`src/core/mfc_timing_map.vh`:
```
/*
  register offsets, field positions, reset values and fixed counts
  for the microdisplay format and timing control.
  assumes inclusion by bare name from the design file.
*/
`ifndef MFC_TIMING_MAP_VH
`define MFC_TIMING_MAP_VH

// register offsets on the 3-bit register port
`define MFC_VIDEO_INPUT_CONFIG 3'h0
`define MFC_DISPLAY_CONFIG 3'h1
`define MFC_LEFT_EDGE_POSITION 3'h2
`define MFC_RIGHT_EDGE_POSITION 3'h3
`define MFC_FIRST_ROW_POSITION 3'h4
`define MFC_LAST_ROW_POSITION 3'h5
`define MFC_BLACK_HOLD_LINES 3'h6
`define MFC_STATUS 3'h7

// video_input_config fields
`define MFC_ENABLE_POL_BIT 0
`define MFC_FIELD_POL_BIT 1

// display_config fields
`define MFC_BLANK_BIT 0
`define MFC_VDIR_BIT 1
`define MFC_HDIR_BIT 2
`define MFC_SCAN_LSB 3
`define MFC_SCAN_MSB 4
`define MFC_STEREO_BIT 5

// scan type codes
`define MFC_SCAN_PROGRESSIVE 2'h0

// reset values: array blank, window centred in the spare margin
`define MFC_VIC_RESET 16'h0000
`define MFC_DC_RESET 16'h0001
`define MFC_LEFT_RESET 11'h00c
`define MFC_RIGHT_RESET 11'h78b
`define MFC_TOP_RESET 11'h00c
`define MFC_BOTTOM_RESET 11'h4bb
`define MFC_BLACK_HOLD_RESET 10'h000

// initialization line scans ahead of row 0 in each frame
`define MFC_INIT_LINES 11'h002

`endif

```
`src/core/mfc_timing.v`:
```
/*
  format and timing control of an emissive microdisplay: display-on
  gating, scan direction, vertical and horizontal positioning in the
  spare margin, progressive and interlaced fields, stereo masking by
  the enable input, and the row-reset duty function in progressive scan.
  assumes syncs, data enable and pixel data synchronous to sys_clk_i,
  syncs active high, and a back porch of at least 48 clocks.
  assumes vsync falls before the first programmed row of a frame.
*/
`timescale 1ns/1ps
`default_nettype none
`include "mfc_timing_map.vh"

module mfc_timing #(
  parameter DW = 24,
  parameter ROWS = 1224,
  parameter COLS = 1944
) (
  input wire sys_clk_i,
  input wire rst_i,
  input wire [2:0] reg_addr_i,
  input wire [15:0] reg_wdata_i,
  input wire reg_we_i,
  input wire reg_re_i,
  output reg [15:0] reg_rdata_o,
  input wire hsync_i,
  input wire vsync_i,
  input wire de_i,
  input wire [DW-1:0] pix_i,
  input wire enable_i,
  output reg pix_we_o,
  output reg [10:0] pix_col_o,
  output reg [DW-1:0] pix_data_o,
  output reg row_prog_o,
  output reg [10:0] row_addr_o,
  output reg row_blank_o,
  output reg row_black_pulse_o,
  output reg [10:0] row_black_addr_o,
  output reg field_o,
  output reg frame_acq_o
);

  // software registers
  reg [15:0] video_input_config;
  reg [15:0] display_config;
  reg [10:0] left_edge_position;
  reg [10:0] right_edge_position;
  reg [10:0] first_row_position;
  reg [10:0] last_row_position;
  reg [9:0] black_hold_lines;

  // decoded control bits
  wire en_pol = video_input_config[`MFC_ENABLE_POL_BIT];
  wire fld_pol = video_input_config[`MFC_FIELD_POL_BIT];
  wire blank = display_config[`MFC_BLANK_BIT];
  wire vdir = display_config[`MFC_VDIR_BIT];
  wire hdir = display_config[`MFC_HDIR_BIT];
  wire [1:0] scan_type = display_config[`MFC_SCAN_MSB:`MFC_SCAN_LSB];
  wire stereo = display_config[`MFC_STEREO_BIT];
  // scan codes other than progressive all count as interlaced
  wire interlaced = (scan_type != `MFC_SCAN_PROGRESSIVE);

  // enable synchroniser, previous sync levels
  reg en_meta;
  reg en_sync;
  reg hs_d;
  reg vs_d;
  reg en_cap; // enable level at the last vsync fall
  reg acq; // frame in acquisition
  reg [10:0] line_cnt; // hsync count since frame start
  reg [11:0] frame_rows; // lines counted in the last frame
  reg line_dark; // current line is written black
  reg [10:0] fill_cnt; // black fill position
  reg fill_run;
  reg [10:0] pix_cnt; // pixels in current line

  // enable active level; low polarity means low is active
  wire en_act = ~(en_sync ^ en_pol);
  // masked sync edges; inactive enable drops them, the vsync fall stays unmasked
  wire hs_ev = hsync_i & ~hs_d & en_act;
  wire vs_ev = vsync_i & ~vs_d & en_act;
  wire vs_fall = ~vsync_i & vs_d;

  // register write port
  // writes take effect on the next clock; no shadowing, so a
  // mid-frame row position change shows up from the next line, a column edge from the next pixel
  always @(posedge sys_clk_i or posedge rst_i)
  begin
    if (rst_i)
    begin
      video_input_config <= `MFC_VIC_RESET;
      display_config <= `MFC_DC_RESET;
      left_edge_position <= `MFC_LEFT_RESET;
      right_edge_position <= `MFC_RIGHT_RESET;
      first_row_position <= `MFC_TOP_RESET;
      last_row_position <= `MFC_BOTTOM_RESET;
      black_hold_lines <= `MFC_BLACK_HOLD_RESET;
    end
    else if (reg_we_i)
    begin
      // address decode; status is read only
      if (reg_addr_i == `MFC_VIDEO_INPUT_CONFIG)
        video_input_config <= {14'h0000, reg_wdata_i[1:0]};
      else if (reg_addr_i == `MFC_DISPLAY_CONFIG)
        display_config <= {10'h000, reg_wdata_i[5:0]};
      else if (reg_addr_i == `MFC_LEFT_EDGE_POSITION)
        left_edge_position <= reg_wdata_i[10:0];
      else if (reg_addr_i == `MFC_RIGHT_EDGE_POSITION)
        right_edge_position <= reg_wdata_i[10:0];
      else if (reg_addr_i == `MFC_FIRST_ROW_POSITION)
        first_row_position <= reg_wdata_i[10:0];
      else if (reg_addr_i == `MFC_LAST_ROW_POSITION)
        last_row_position <= reg_wdata_i[10:0];
      else if (reg_addr_i == `MFC_BLACK_HOLD_LINES)
        black_hold_lines <= reg_wdata_i[9:0];
    end
  end

  // register read port, data one cycle after the strobe
  // idle cycles return zero so a stray sample never looks valid
  always @(posedge sys_clk_i or posedge rst_i)
  begin
    if (rst_i)
      reg_rdata_o <= 16'h0000;
    else if (reg_re_i)
    begin
      if (reg_addr_i == `MFC_VIDEO_INPUT_CONFIG)
        reg_rdata_o <= video_input_config;
      else if (reg_addr_i == `MFC_DISPLAY_CONFIG)
        reg_rdata_o <= display_config;
      else if (reg_addr_i == `MFC_LEFT_EDGE_POSITION)
        reg_rdata_o <= {5'h00, left_edge_position};
      else if (reg_addr_i == `MFC_RIGHT_EDGE_POSITION)
        reg_rdata_o <= {5'h00, right_edge_position};
      else if (reg_addr_i == `MFC_FIRST_ROW_POSITION)
        reg_rdata_o <= {5'h00, first_row_position};
      else if (reg_addr_i == `MFC_LAST_ROW_POSITION)
        reg_rdata_o <= {5'h00, last_row_position};
      else if (reg_addr_i == `MFC_BLACK_HOLD_LINES)
        reg_rdata_o <= {6'h00, black_hold_lines};
      else
        // status: acquisition, field, caught enable, line count
        reg_rdata_o <= {acq, field_o, en_cap, 2'h0, line_cnt};
    end
    else
      reg_rdata_o <= 16'h0000;
  end

  // enable synchroniser; only the second stage is used
  // the enable may come from graphics software with no relation
  // to the syncs; two stages keep a metastable level out
  always @(posedge sys_clk_i or posedge rst_i)
  begin
    if (rst_i)
    begin
      en_meta <= 1'b0;
      en_sync <= 1'b0;
      hs_d <= 1'b0;
      vs_d <= 1'b0;
    end
    else
    begin
      en_meta <= enable_i;
      en_sync <= en_meta;
      hs_d <= hsync_i;
      vs_d <= vsync_i;
    end
  end

  // field and frame decision caught at the vsync fall
  // the caught value steers the whole following frame
  // limitation: a level change within two clocks of the fall
  // may land in either frame
  always @(posedge sys_clk_i or posedge rst_i)
  begin
    if (rst_i)
    begin
      en_cap <= 1'b0;
      field_o <= 1'b0;
      acq <= 1'b1;
      frame_acq_o <= 1'b1;
    end
    else if (vs_fall)
    begin
      en_cap <= en_sync;
      if (stereo && interlaced)
        // active enable gets odd field when polarity is 0
        field_o <= ~((~(en_sync ^ en_pol)) ^ fld_pol);
      else
        // low means odd field unless polarity swaps it
        field_o <= en_sync ^ fld_pol;
      // stereo: inactive eye holds its image for next frame
      acq <= stereo ? ~(en_sync ^ en_pol) : 1'b1;
      frame_acq_o <= stereo ? ~(en_sync ^ en_pol) : 1'b1;
    end
  end

  // line counting; frame start resets, length kept for wrap
  // saturates rather than wraps so a missing vsync cannot alias
  // line numbers back onto real rows
  always @(posedge sys_clk_i or posedge rst_i)
  begin
    if (rst_i)
    begin
      line_cnt <= 11'h000;
      frame_rows <= 12'h000;
    end
    else if (vs_ev)
    begin
      line_cnt <= 11'h000;
      // full line count of the frame just ended is the wrap
      // distance; the black pulse counts hsync periods, and
      // blanking lines belong to that distance as well
      if (line_cnt > `MFC_INIT_LINES)
        frame_rows <= {1'b0, line_cnt} + 12'h001;
    end
    else if (hs_ev && line_cnt != 11'h7ff)
      line_cnt <= line_cnt + 11'h001;
  end

  // line number this hsync starts; the count itself only
  // moves on the same edge, so the row would lag one line
  wire [10:0] line_nxt = vs_ev ? 11'h000
    : (line_cnt == 11'h7ff) ? line_cnt : line_cnt + 11'h001;
  // row under programming in the line just started
  wire [10:0] k = line_nxt - `MFC_INIT_LINES;
  wire in_rows = (line_nxt >= `MFC_INIT_LINES);
  // interlaced fields take every other row
  wire [11:0] r_full = interlaced ? {k, field_o} : {1'b0, k};
  wire [10:0] r = r_full[10:0];
  wire r_ok = (r_full < ROWS);
  // outside the window the row is written black
  wire r_win = (r >= first_row_position) && (r <= last_row_position);
  // row that is reset now: 2*W lines before its next write
  wire [11:0] rb_sum = {1'b0, k} + {1'b0, black_hold_lines, 1'b0};
  wire [11:0] rb_wrap = (rb_sum >= frame_rows && frame_rows != 12'h000)
    ? rb_sum - frame_rows : rb_sum;
  wire rb_ok = (rb_wrap < ROWS);
  // mirrored row numbers, cut back to the address width
  wire [31:0] r_flip = ROWS - 1 - r;
  wire [31:0] rb_flip = ROWS - 1 - rb_wrap;

  // row sequencer; held frames write nothing
  always @(posedge sys_clk_i or posedge rst_i)
  begin
    if (rst_i)
    begin
      row_prog_o <= 1'b0;
      row_addr_o <= 11'h000;
      row_blank_o <= 1'b1;
      line_dark <= 1'b1;
      row_black_pulse_o <= 1'b0;
      row_black_addr_o <= 11'h000;
    end
    else
    begin
      row_prog_o <= 1'b0;
      row_black_pulse_o <= 1'b0;
      // pixels of init lines, held frames and rows outside
      // the window all go out black; row_blank_o alone would
      // keep a stale level on lines that program no row
      if (hs_ev)
        line_dark <= blank | ~(acq & in_rows & r_ok) | ~r_win;
      if (hs_ev && acq && in_rows)
      begin
        if (r_ok)
        begin
          row_prog_o <= 1'b1;
          // reversed order counts rows from the far edge
          row_addr_o <= vdir ? r_flip[10:0] : r;
          row_blank_o <= blank | ~r_win;
        end
        // zero hold never issues a black pulse
        if (black_hold_lines != 10'h000 && rb_ok && !interlaced)
        begin
          row_black_pulse_o <= 1'b1;
          row_black_addr_o <= vdir ? rb_flip[10:0] : rb_wrap[10:0];
        end
      end
    end
  end

  // column position of the current input pixel
  // positions are absolute columns; left above right writes
  // no lit pixel at all
  wire [10:0] col_in = left_edge_position + pix_cnt;
  wire col_ok = (col_in <= right_edge_position) && (col_in < COLS);
  // fill walks left margin, then the right margin
  wire fill_left = (fill_cnt < left_edge_position);
  wire [10:0] fill_col = fill_left ? fill_cnt
    : right_edge_position + 11'h001 + (fill_cnt - left_edge_position);
  wire fill_done = ~fill_left && (fill_col >= COLS);
  // mirrored columns, cut back to the address width
  wire [31:0] col_flip = COLS - 1 - col_in;
  wire [31:0] fill_flip = COLS - 1 - fill_col;

  // horizontal shifter; margin black written in back porch
  // limitation: needs porch of left plus right margin clocks
  // trade-off: black margins are written, not masked, so the
  // column memory needs no clear between frames
  always @(posedge sys_clk_i or posedge rst_i)
  begin
    if (rst_i)
    begin
      pix_cnt <= 11'h000;
      fill_cnt <= 11'h000;
      fill_run <= 1'b0;
      pix_we_o <= 1'b0;
      pix_col_o <= 11'h000;
      pix_data_o <= {DW{1'b0}};
    end
    else
    begin
      pix_we_o <= 1'b0;
      if (hs_ev)
      begin
        // new line: restart both walks
        pix_cnt <= 11'h000;
        fill_cnt <= 11'h000;
        fill_run <= acq;
      end
      else if (de_i && en_act && acq)
      begin
        // active pixel, black beyond the right edge
        pix_cnt <= pix_cnt + 11'h001;
        if (col_in < COLS)
        begin
          pix_we_o <= 1'b1;
          pix_col_o <= hdir ? col_flip[10:0] : col_in;
          pix_data_o <= (line_dark | ~col_ok) ? {DW{1'b0}} : pix_i;
        end
      end
      else if (fill_run)
      begin
        // a frame put on hold at the vsync fall stops the fill too
        if (fill_done || !acq)
          fill_run <= 1'b0;
        else
        begin
          // black margin pixel
          pix_we_o <= 1'b1;
          pix_col_o <= hdir ? fill_flip[10:0] : fill_col;
          pix_data_o <= {DW{1'b0}};
          fill_cnt <= fill_cnt + 11'h001;
        end
      end
    end
  end

endmodule // mfc_timing
`default_nettype wire

```
`config.mk`:
```
export PLATFORM = sky130hd
export DESIGN_NAME = mfc_timing
export DESIGN_NICKNAME = d
export VERILOG_FILES = /design/src/core/mfc_timing.v
export VERILOG_INCLUDE_DIRS = /design/src /design/src/core
export SDC_FILE = /design/constraint.sdc
export NUM_CORES = 1
export LEC_CHECK = 0
export BUFFER_PORTS_ARGS = -buffer_cell sky130_fd_sc_hd__buf_2
export CAP_MARGIN = 20
export CELL_PAD_IN_SITES_DETAIL_PLACEMENT = 0
export CELL_PAD_IN_SITES_GLOBAL_PLACEMENT = 1
export CORE_ASPECT_RATIO = 0.5
export CORE_MARGIN = 10
export CORE_UTILIZATION = 47
export DETAILED_ROUTE_END_ITERATION = 12
export HOLD_SLACK_MARGIN = 0.1
export PLACE_DENSITY = 0.93
export SYNTH_ARGS = -nofsm -noshare
export SYNTH_HDL_FRONTEND = slang
export SYNTH_SLANG_ARGS = --single-unit
```
`constraint.sdc`:
```
create_clock -name sys_clk_i -period 7.8 [get_ports sys_clk_i]
set_clock_uncertainty 0.2 [all_clocks]
set_input_delay 0.78 -clock sys_clk_i [delete_from_list [all_inputs] [get_ports sys_clk_i]]
set_output_delay 0.78 -clock sys_clk_i [all_outputs]
set_load 0.1 [all_outputs]
```
# == Yosys cells after proc, flatten, opt, wreduce, memory -nomap -nowiden ==
# Index checks and enable logic that the tools add are counted.
# totals
word_cells,179
romBits,0
mem_bits_rw,0
ff_bits,193
input_bits,51
latchBits,0
out_inout_bits,79
mem_count,0
# classes
add_sub_neg,15
div_mod_pow,0
n_mul,0
shifts,0
magnitude_cmp,11
n_bitwise,30
n_eq_ne,12
reduce_logical,35
muxes,47
# ops
cell,n
$mux 11,19
$mux 16,8
$mux 24,5
$add 11x1->11 const B,4
$sub 11x11->11 const A,4
$lt 12x11->1 const B,2
$mux 12,2
$add 11x11->11,2
$le 11x11->1,2
$not 1->1,16
$mux 1,13
$add 11x1->12 const B,1
$add 11x11->12,1
$ge 12x12->1,1
$logic_and 1x1->1,12
$reduce_bool 12->1,1
$sub 12x12->12,1
$eq 11x11->1 const B,1
$ge 11x11->1,1
$ge 11x11->1 const B,1
$ge 11x2->1 const B,1
$gt 11x2->1 const B,1
$lt 11x11->1,1
$lt 11x11->1 const B,1
22 further kinds,49

# == Logic depth before layout (Yosys ltp) ==
# Gate-level depths: netlist (run 1).
# depth
word_depth,14
ltp_mapped,33

# == Worst setup path after synthesis (run 1) ==
# OpenSTA, ideal clock, no wires.
# synth_timing
path_kind,reg2reg
start,register line_cnt[1]
end,register row_black_addr_o[9]
stages_incl_launch_ff,33
arrival_ns,6.276
setup_time_ns,0.125
path_slack_ns,1.199
n_path_buf,4
cell_sequence,dfrtp_1 > ha_1 > and4_1 > buf_6 > nand4_4 > o211ai_1 > ha_1 > o21a_1 > a32oi_4 > or2_1 > buf_6 > xnor2_1 > ha_1 > a21o_1 > a31oi_1 > o21ai_0 > a21o_1 > a21o_1 > ha_1 > a21oi_1 > o31ai_1 > o31ai_4 > buf_2 > buf_2 > nand2_1 > o31a_1 > ha_1 > nand4_1 > mux2i_1 > a211oi_1 > o21ai_0 > xnor2_1 > mux2_2
# synth_via
elab_chain_len,12
# synth_lines
item,line,rtl
"start, declared",mfc_timing.v:70,reg [10:0] line_cnt;
"start signal, assigned",mfc_timing.v:218,line_cnt <= line_cnt + 11'h001;
$add 11x1->11 / $eq 11x11->1 (equally long branches),mfc_timing.v:224,: (line_cnt == 11'h7ff) ? line_cnt : line_cnt + 11'h001;
$mux 11 (*),mfc_timing.v:224,
$mux 11 (*),mfc_timing.v:223,wire [10:0] line_nxt = vs_ev ? 11'h000
$sub 11x2->11 (no source line),-,
$add 11x11->12,mfc_timing.v:235,"wire [11:0] rb_sum = {1'b0, k} + {1'b0, black_hold_lines, 1'b0};"
$ge 12x12->1,mfc_timing.v:236,wire [11:0] rb_wrap = (rb_sum >= frame_rows && frame_rows != 12'h000)
$logic_and 1x1->1,mfc_timing.v:236,
$mux 12,mfc_timing.v:237,? rb_sum - frame_rows : rb_sum;
$lt 12x11->1,mfc_timing.v:238,wire rb_ok = (rb_wrap < ROWS);
$logic_and 1x1->1 (2 in a row),mfc_timing.v:274,if (black_hold_lines != 10'h000 && rb_ok && !interlaced)
$reduce_and 2->1 (no source line),-,
"end signal, assigned",mfc_timing.v:277,row_black_addr_o <= vdir ? rb_flip[10:0] : rb_wrap[10:0];
"end, declared",mfc_timing.v:38,"output reg [10:0] row_black_addr_o,"
# Mark *: on every way between the ends. The rest lies on a longest branch, timed or not.
# A chain may end at the register's enable or synchronous reset.

# == Final worst setup path (run 1) ==
# Same ends and word-level chain as after synthesis.

==> run summary, run 1 <==
Arrival @ worst endpoint -> 7.48 ns
largest net degree at the start of global routing -> 143
top cells by area, synth -> dfrtp_1 (31%), ha_1 (8.9%), dfstp_2 (4.2%)
Final ANT Viol Nets -> 0
number of synthesized flops with an enable pin -> 0
Worst path most repeated cell -> ha_1
# nets final -> 1764
clock buffer depth -> 2
vias post-DR -> 11700
Worst slew margin -> 28.7%
RePlAce Congestion -> 0.944
clk_lat worst skew -> 0.46 ns
Iteration-0 DRC Markers -> 982
total number of clock tree sinks -> 191
wire length on met1 -> 16400 µm
Setup TNS -> 0 ns
Starting Density -> 47.5%
max-cap violations -> 0
metal3 WL -> 2380 µm
drt pass-1 iters -> 5
H-tree Lvls -> 4
setup violators final -> 0
worst reg-to-reg setup slack -> 0.46 ns
crit-path max cell delay -> 0.47 ns
max-slew violation count -> 0
post-synthesis cell type count -> 92
Yosys top cell by area -> dfrtp_1
vias in the first global route -> 11400
RSZ-0062 raised after global routing -> false
syn_area_per_cell -> 9.12 µm²
mapped cell area -> 13700 µm²
die area -> 36800 µm²
Routed WL -> 38700 µm
Final period util -> 94.1%
worst min path class -> flop to flop
initial antenna violation count -> 1
status -> finished, final reports clean
Rows -> 44
# port buffers -> 122
cell at the slowest stage of the critical path -> dfrtp_2
root buffer cell -> clkbuf_16
Top FF cell, synth -> dfrtp_1
crit path time final -> 7.34 ns
vias per std cell -> 5.82
CTS tree -> built
Area growth syn-to-layout -> 11.7%
final hold vios -> 0
Die X -> 261 µm
fmax -> 136 MHz
most flop-heavy register -> pix_data_o
Ys Warns -> 0
Seq/Total Area, Yosys -> 35.1%
first-pass GRT wire length -> 62300 µm
Crit. End Element -> flop
Clk pin slew, worst setup/hold paths -> 0.08 ns
Max Used Layer -> met4
core area -> 28800 µm²
Synth top area share -> 30.9%
FF+latch count, synth -> 191
die height -> 141 µm
worst path bufs/invs -> 1
Top Registers -> pix_data_o (24), reg_rdata_o (14), frame_rows (12)
CTS Buf Count -> 17
Worst EP required -> 7.94 ns
crit-path max FO -> 10
gr usage total -> 21.2%
CP Class -> flop to flop
share of cells above drive strength 1 -> 18.3%
ys async rst share -> 100%
Syn Inst Count -> 1502
Slew @ Worst Pin -> 1.07 ns
Detail Placement HPWL -> 29300 µm
Worst setup SP type -> flop
max reg flops -> 24
total gr overflow -> 0
Top Family by Delay on Critical Path -> compound AO/OA/AOI/OAI gates
WL/cell -> 19.3 µm
routed wl met2 -> 18800 µm
number of top-level pins -> 130
drt drc -> 0
[cell usage after synthesis, types with 15 or more instances]
cell / instances
dfrtp_1: 169
a21o_1: 20
nor2_1: 106
o21ai_0: 106
nand4_1: 31
clkbuf_1: 36
inv_1: 121
a22o_1: 30
xnor2_1: 63
xor2_1: 39
nand2_1: 136
a21oi_1: 77
o21a_1: 17
mux2i_1: 15
nor2b_1: 19
dfstp_2: 22
a211oi_1: 21
mux2_2: 51
nand3_1: 36
ha_1: 97
nor3_1: 28
[worst register-to-register path: stages (launching register included)]
cell      delay [ns]
dfrtp_2         0.47
ha_1            0.31
and4_2          0.39
nand4_4         0.20
o211ai_1        0.39
ha_1            0.31
o21a_1          0.20
a32oi_4         0.19
or2_1           0.40
xnor2_1         0.17
ha_1            0.34
nand2_1         0.10
o211ai_1        0.19
xor2_1          0.38
ha_1            0.36
a21o_1          0.19
a21oi_1         0.16
a31oi_1         0.17
o31ai_4         0.45
buf_2           0.27
o31a_1          0.21
ha_1            0.21
nand4_1         0.09
mux2i_1         0.18
a211oi_1        0.08
o21ai_0         0.24
xnor2_1         0.10
mux2_2          0.27
[path summary, 6_finish.rpt]
check,from,endpoint,cells after the start
worst max-delay path,line_cnt[1],row_black_addr_o[9],27
worst min-delay path,en_meta,en_sync,0
worst max register to register,line_cnt[1],row_black_addr_o[9],27
worst min register to register,en_meta,en_sync,0
max in group asynchronous,rst_i,fill_cnt[3],3
min in group asynchronous,rst_i,row_black_addr_o[2],2
[final cells by class]
cell class,instances,area (µm²)
clock inverter,12,119
tap,391,489
clock buffer,20,467
multi-input combinational,1124,8150
sequential,191,4810
fill,2680,13500
timing repair buffer,146,801
antenna,1,2.50
inverter,123,469
[layout by cell type, fill, tap and decap left out, drive strengths merged, types with 55 or more instances in the layout]
| cell type | n |
|---|---|
| xnor2 | 63 |
| ha | 97 |
| a21oi | 80 |
| nor2 | 106 |
| buf | 146 |
| dfrtp | 169 |
| mux2 | 55 |
| nand2 | 136 |
| inv | 128 |
| o21ai | 121 |
[repair_timing]
| item | in CTS | in global routing |
|---|---|---|
| buffers inserted | 0 | 4 |
| hold buffers | 0 | 0 |
| gates resized for setup | 0 | 3 |
| endpoints found under the hold margin | 0 | 0 |
| endpoints found under the setup margin | 0 | 11 |
[through the flow]
step	area, µm²	hold slack (ns)	utilization [%]	instances	setup slack, ns
floorplan	13700	0.131	-	1503	1.20
global placement	14600	0.136	50.8	1969	0.567
detailed placement	14600	0.139	50.8	1969	0.420
CTS	15200	0.157	52.8	2001	0.335
global route	15300	0.173	53.0	2008	0.0178
finish	15300	0.154	53.0	2008	0.459
[cells by family after synthesis]
| logic type | Yosys count | share of synthesized area, % |
|---|---|---|
| mux | 72 | 5.94 |
| buf+inv | 188 | 5.71 |
| fa+ha+maj | 110 | 10.8 |
| simple gates | 437 | 15.7 |
| other cells | 1 | 0.0274 |
| flops | 191 | 35.1 |
| compound gates | 401 | 20.3 |
| xor+xnor | 102 | 6.52 |
[routing by layer]
layer / vias to the layer above / global-route usage [%]
met3: 71 / 3.79
li1: 5576 / -
met2: 414 / 36.0
met4: 0 / 6.99
met1: 5632 / 26.8
met5: - / 0
Power of run 1 is not shown: default switching activity piles up to over one toggle a cycle in this logic, so the estimate is an artifact.
==> run 2, diff against run 1 <==
--- a/config.mk
+++ b/config.mk
@@ -6,16 +6,17 @@
 export SDC_FILE = /design/constraint.sdc
 export NUM_CORES = 1
 export LEC_CHECK = 0
-export BUFFER_PORTS_ARGS = -buffer_cell sky130_fd_sc_hd__buf_2
 export CAP_MARGIN = 20
 export CELL_PAD_IN_SITES_DETAIL_PLACEMENT = 0
 export CELL_PAD_IN_SITES_GLOBAL_PLACEMENT = 1
 export CORE_ASPECT_RATIO = 0.5
 export CORE_MARGIN = 10
-export CORE_UTILIZATION = 47
+export CORE_UTILIZATION = 50
 export DETAILED_ROUTE_END_ITERATION = 12
+export DONT_BUFFER_PORTS = 1
 export HOLD_SLACK_MARGIN = 0.1
-export PLACE_DENSITY = 0.93
+export PLACE_DENSITY = 0.92
+export RECOVER_POWER = 100
 export SYNTH_ARGS = -nofsm -noshare
 export SYNTH_HDL_FRONTEND = slang
 export SYNTH_SLANG_ARGS = --single-unit
==> run 2 against run 1 <==
- the run now ends with capacitance limit, slew limit left
- non-clock buffer count decreased by 125
- final cell count decreased by 8.2%
- largest cell class unchanged
- critical path depth increased by 2
- register-to-register slack improved by 0.02 ns
- clock-buffer cell count decreased by 3
- critical endpoint unchanged
- sequential cell count unchanged
- first-iteration DRC count increased by 4.4%
- design area decreased by 4.8%
- global-route usage increased by 1.6 points
- die area decreased by 5.4%
- worst setup slack improved by 0.020 ns
- core utilization increased by 1.5 points
==> run summary, run 2 (same netlist as run 1, synthesis figures left out) <==
die area -> 34800 µm²
RSZ-0062 raised after global routing -> false
R2R Path Start -> line_cnt[1]
total number of clock tree sinks -> 191
CP Class -> flop to flop
crit path time final -> 7.32 ns
RePlAce Congestion -> 0.928
WL/cell -> 21.4 µm
Worst path most repeated cell -> ha_1
max-cap violations -> 3
Top Family by Delay on Critical Path -> compound AO/OA/AOI/OAI gates
Routed WL -> 39500 µm
largest net degree at the start of global routing -> 133
number of top-level pins -> 130
diode count -> 0
commonest non-fill, non-tap cell in the layout -> dfrtp_1
Detail Placement HPWL -> 30600 µm
Die X -> 254 µm
worst min path class -> primary input to flop
total gr overflow -> 0
drt drc -> 0
vias post-DR -> 11200
Worst EP required -> 7.95 ns
Worst Hold Depth -> 0
most flop-heavy register -> pix_data_o
CTS Buf Count -> 17
Iteration-0 DRC Markers -> 1025
gr usage total -> 22.8%
max-slew violation count -> 204
Worst slew margin -> -231%
FILL cells -> 2412
status -> finished with violations
Setup TNS -> 0 ns
share of cells above drive strength 1 -> 10.5%
failing checks -> capacitance limit, slew limit
HP Start -> enable_i
hold endpoint -> en_meta
max reg flops -> 24
# nets final -> 1639
Final period util -> 93.9%
fmax -> 137 MHz
hold_ws -> 0.128 ns
Worst R2R End -> row_black_addr_o[9]
Worst setup SP type -> flop
Clk pin slew, worst setup/hold paths -> 0.08 ns
worst reg-to-reg setup slack -> 0.48 ns
die height -> 137 µm
Final ANT Viol Nets -> 0
most frequent cells in the layout -> dfrtp_1 (168), nand2_1 (136), inv_1 (121)
Top Registers -> pix_data_o (24), reg_rdata_o (14), frame_rows (12)
CTS tree -> built
clock buffer depth -> 2
Crit. End Element -> flop
setup violators final -> 0
final hold vios -> 0
Area growth syn-to-layout -> 6.25%
Starting Density -> 51.3%
clk_lat worst skew -> 0.47 ns
# port buffers -> 0
vias per std cell -> 6.10
Arrival @ worst endpoint -> 7.47 ns
crit-path max FO -> 10
worst path bufs/invs -> 2
crit-path max cell delay -> 0.54 ns
vias in the first global route -> 11000
cell at the slowest stage of the critical path -> dfrtp_1
H-tree Lvls -> 4
initial antenna violation count -> 0
Reg area -> 4810 µm²
Reg2Reg Depth -> 29
area of the multi-input gates -> 8100 µm²
Slew @ Worst Pin -> 4.97 ns
root buffer cell -> clkbuf_16
Rows -> 42
first-pass GRT wire length -> 61900 µm
core area -> 26700 µm²
drt pass-1 iters -> 5
[run 2: cell count changes in the layout (fill, tap and decap cells not counted), moves of 2 or more]
cell      previous run  this run
clkbuf_2             0         2
and2_0               1         6
clkbuf_8             3         0
o21ai_0            106       113
o21ai_1             13         7
dfstp_2             22        19
clkinv_8             2         6
buf_2              123         0
buf_4               22        14
dfstp_1              0         3
clkbuf_1             0         5
and2_1               9         4
[run 2: area by class of cell]
class	instances	share of cell area [%]
inverter	123	3.17
clock buffer	17	2.92
sequential	191	33.0
timing repair buffer	21	0.920
tap	352	3.03
clock inverter	15	1.28
multi-input combinational	1124	55.7
[run 2: per-layer routing]
metal  vias to the layer above  track usage, %  part of all wire [%]
met3                        73            3.71                   5.5
met2                       316            39.6                    50
met4                         0            9.06                   3.1
met1                      5529            28.0                    42
li1                       5318               -                     -
met5                         -               0                     0
[run 2: worst reg2reg max path: cells and delay by family (launching register included)]
family                     cells  cell delay, ns
xor gates and xnor gates       2            0.36
adders and majority gates      5            1.43
buffers and inverters          2            0.34
muxes                          2            0.36
and+or+nand+nor                5            1.39
DFF                            1            0.54
AOI/OAI and AO/OA             13            2.61
[run 2: repair_timing]
item,CTS,global route
gates resized for setup,0,4
hold buffers,0,0
setup endpoints to repair,0,9
buffers inserted,0,3
[run 2: how the worst max path moves through the flow]
| stage | slack, ns | cells past startpoint | endpoint | startpoint |
|---|---|---|---|---|
| global route | 0.04 | 29 | row_black_addr_o[9] | line_cnt[1] |
| finish | 0.48 | 29 | row_black_addr_o[9] | line_cnt[1] |
| CTS | 0.26 | 28 | row_black_addr_o[9] | line_cnt[0] |
| global placement | 0.51 | 28 | row_black_addr_o[9] | line_cnt[0] |
| floorplan | 1.20 | 32 | row_black_addr_o[9] | line_cnt[1] |
| detailed placement | 0.28 | 28 | row_black_addr_o[9] | line_cnt[0] |
[run 2: through the flow]
stage          std cells  worst slack (ns)  area, µm²  util, %
6_report            1843             0.480      14600     54.5
5_1_grt             1843            0.0357      14600     54.5
4_1_cts             1839             0.257      14600     54.7
3_5_place_dp        1807             0.280      14000     52.4
3_3_place_gp        1807             0.507      14000     52.4
2_1_floorplan       1503              1.20      13700        -
Power of run 2 is left out for the same reason.
==> run 3, diff against run 2 <==
--- a/config.mk
+++ b/config.mk
@@ -15,7 +15,7 @@
 export DETAILED_ROUTE_END_ITERATION = 12
 export DONT_BUFFER_PORTS = 1
 export HOLD_SLACK_MARGIN = 0.1
-export PLACE_DENSITY = 0.92
+export PLACE_DENSITY_LB_ADDON = 0.1
 export RECOVER_POWER = 100
 export SYNTH_ARGS = -nofsm -noshare
 export SYNTH_HDL_FRONTEND = slang
==> run 3 against run 2 <==
- via count fell by 1.9%
- design area is 0.12% higher
- first-iteration DRC count is 16% lower
- the run still ends with capacitance limit, slew limit left
==> run summary, run 3 (same netlist as run 1, synthesis figures left out) <==
worst path bufs/invs -> 1
Final period util -> 92.0%
Die X -> 254 µm
# nets final -> 1643
Routed WL -> 41000 µm
number of top-level pins -> 130
fmax -> 139 MHz
cells resized by post-CTS repair -> 0
Rows -> 42
crit-path max cell delay -> 0.49 ns
Place WS -> 0.626 ns
vias post-DR -> 11000
drt pass-1 iters -> 5
crit-path max FO -> 27
max-cap violations -> 5
Starting Density -> 51.3%
Worst setup SP type -> flop
Top Registers -> pix_data_o (24), reg_rdata_o (14), frame_rows (12)
core area -> 26700 µm²
worst setup margin -> 0.620 ns
# port buffers -> 0
drt drc -> 0
CTS tree -> built
worst reg-to-reg setup slack -> 0.62 ns
Top Family by Delay on Critical Path -> compound AO/OA/AOI/OAI gates
largest net degree at the start of global routing -> 94
setup violators final -> 0
RSZ-0062 raised after global routing -> false
gr usage total -> 23.7%
Detail Placement HPWL -> 32000 µm
Clk pin slew, worst setup/hold paths -> 0.08 ns
CP Class -> flop to flop
Final ANT Viol Nets -> 0
failing checks -> capacitance limit, slew limit
share of cells above drive strength 1 -> 10.3%
post-layout instance area -> 14600 µm²
Area growth syn-to-layout -> 6.37%
crit path time final -> 7.18 ns
first-pass GRT wire length -> 63500 µm
total number of clock tree sinks -> 191
H-tree Lvls -> 4
final hold vios -> 0
initial antenna violation count -> 0
die height -> 137 µm
cell at the slowest stage of the critical path -> nand3b_1
Post-DP Area -> 14000 µm²
max-slew violation count -> 269
worst min path class -> primary input to flop
die area -> 34800 µm²
Worst slew margin -> -183%
commonest non-fill, non-tap cell in the layout -> dfrtp_1
most flop-heavy register -> pix_data_o
diode count -> 0
Slew @ Worst Pin -> 4.22 ns
Worst EP required -> 7.95 ns
CTS Buf Count -> 17
vias in the first global route -> 10800
most frequent cells in the layout -> dfrtp_1 (169), nand2_1 (136), inv_1 (120)
max reg flops -> 24
RePlAce Congestion -> 0.948
WL/cell -> 22.2 µm
Iteration-0 DRC Markers -> 863
Arrival @ worst endpoint -> 7.33 ns
Crit. End Element -> flop
status -> finished with violations
total gr overflow -> 0
clk_lat worst skew -> 0.46 ns
clock buffer depth -> 2
vias per std cell -> 5.97
Setup TNS -> 0 ns
root buffer cell -> clkbuf_16
[run 3: repair_timing]
item / CTS / global route
buffers inserted: 0 / 0
endpoints found under the hold margin: 40 / 0
hold buffers: 1 / 0
[run 3: path summary, 6_finish.rpt]
path / depth (start not counted) / to / start
max: 26 / row_black_addr_o[9] / en_sync
min: 0 / en_meta / enable_i
max reg2reg: 26 / row_black_addr_o[9] / en_sync
min reg2reg: 0 / en_sync / en_meta
max in group asynchronous: 3 / pix_cnt[7] / rst_i
min in group asynchronous: 2 / row_black_addr_o[3] / rst_i
[run 3: final cells by class]
cell class                      instances  area [µm²]
Inverter                              123         463
Clock inverter                         15         179
Fill cell                            2488       12100
Sequential cell                       191        4810
Timing Repair Buffer                   25         153
Clock buffer                           17         425
Tap cell                              352         440
Multi-Input combinational cell       1124        8110
[run 3: per-layer routing]
layer | up-vias | wire, µm | track usage [%] | part of all wire [%]
met5 | - | 0 | 0 | 0
met4 | 0 | 633 | 5.82 | 1.5
met3 | 41 | 1720 | 3.88 | 4.2
met2 | 243 | 20200 | 41.4 | 49
met1 | 5447 | 18400 | 30.2 | 45
li1 | 5296 | - | - | -
[run 3: per-stage QoR]
step                util, %  hold WS [ns]  instances
global placement       52.5         0.135       1813
floorplan                 -         0.131       1503
finish                 54.6         0.134       1847
CTS                    54.8         0.116       1846
detailed placement     52.5         0.141       1813
global route           54.6         0.109       1847
Power of run 3 is left out for the same reason.
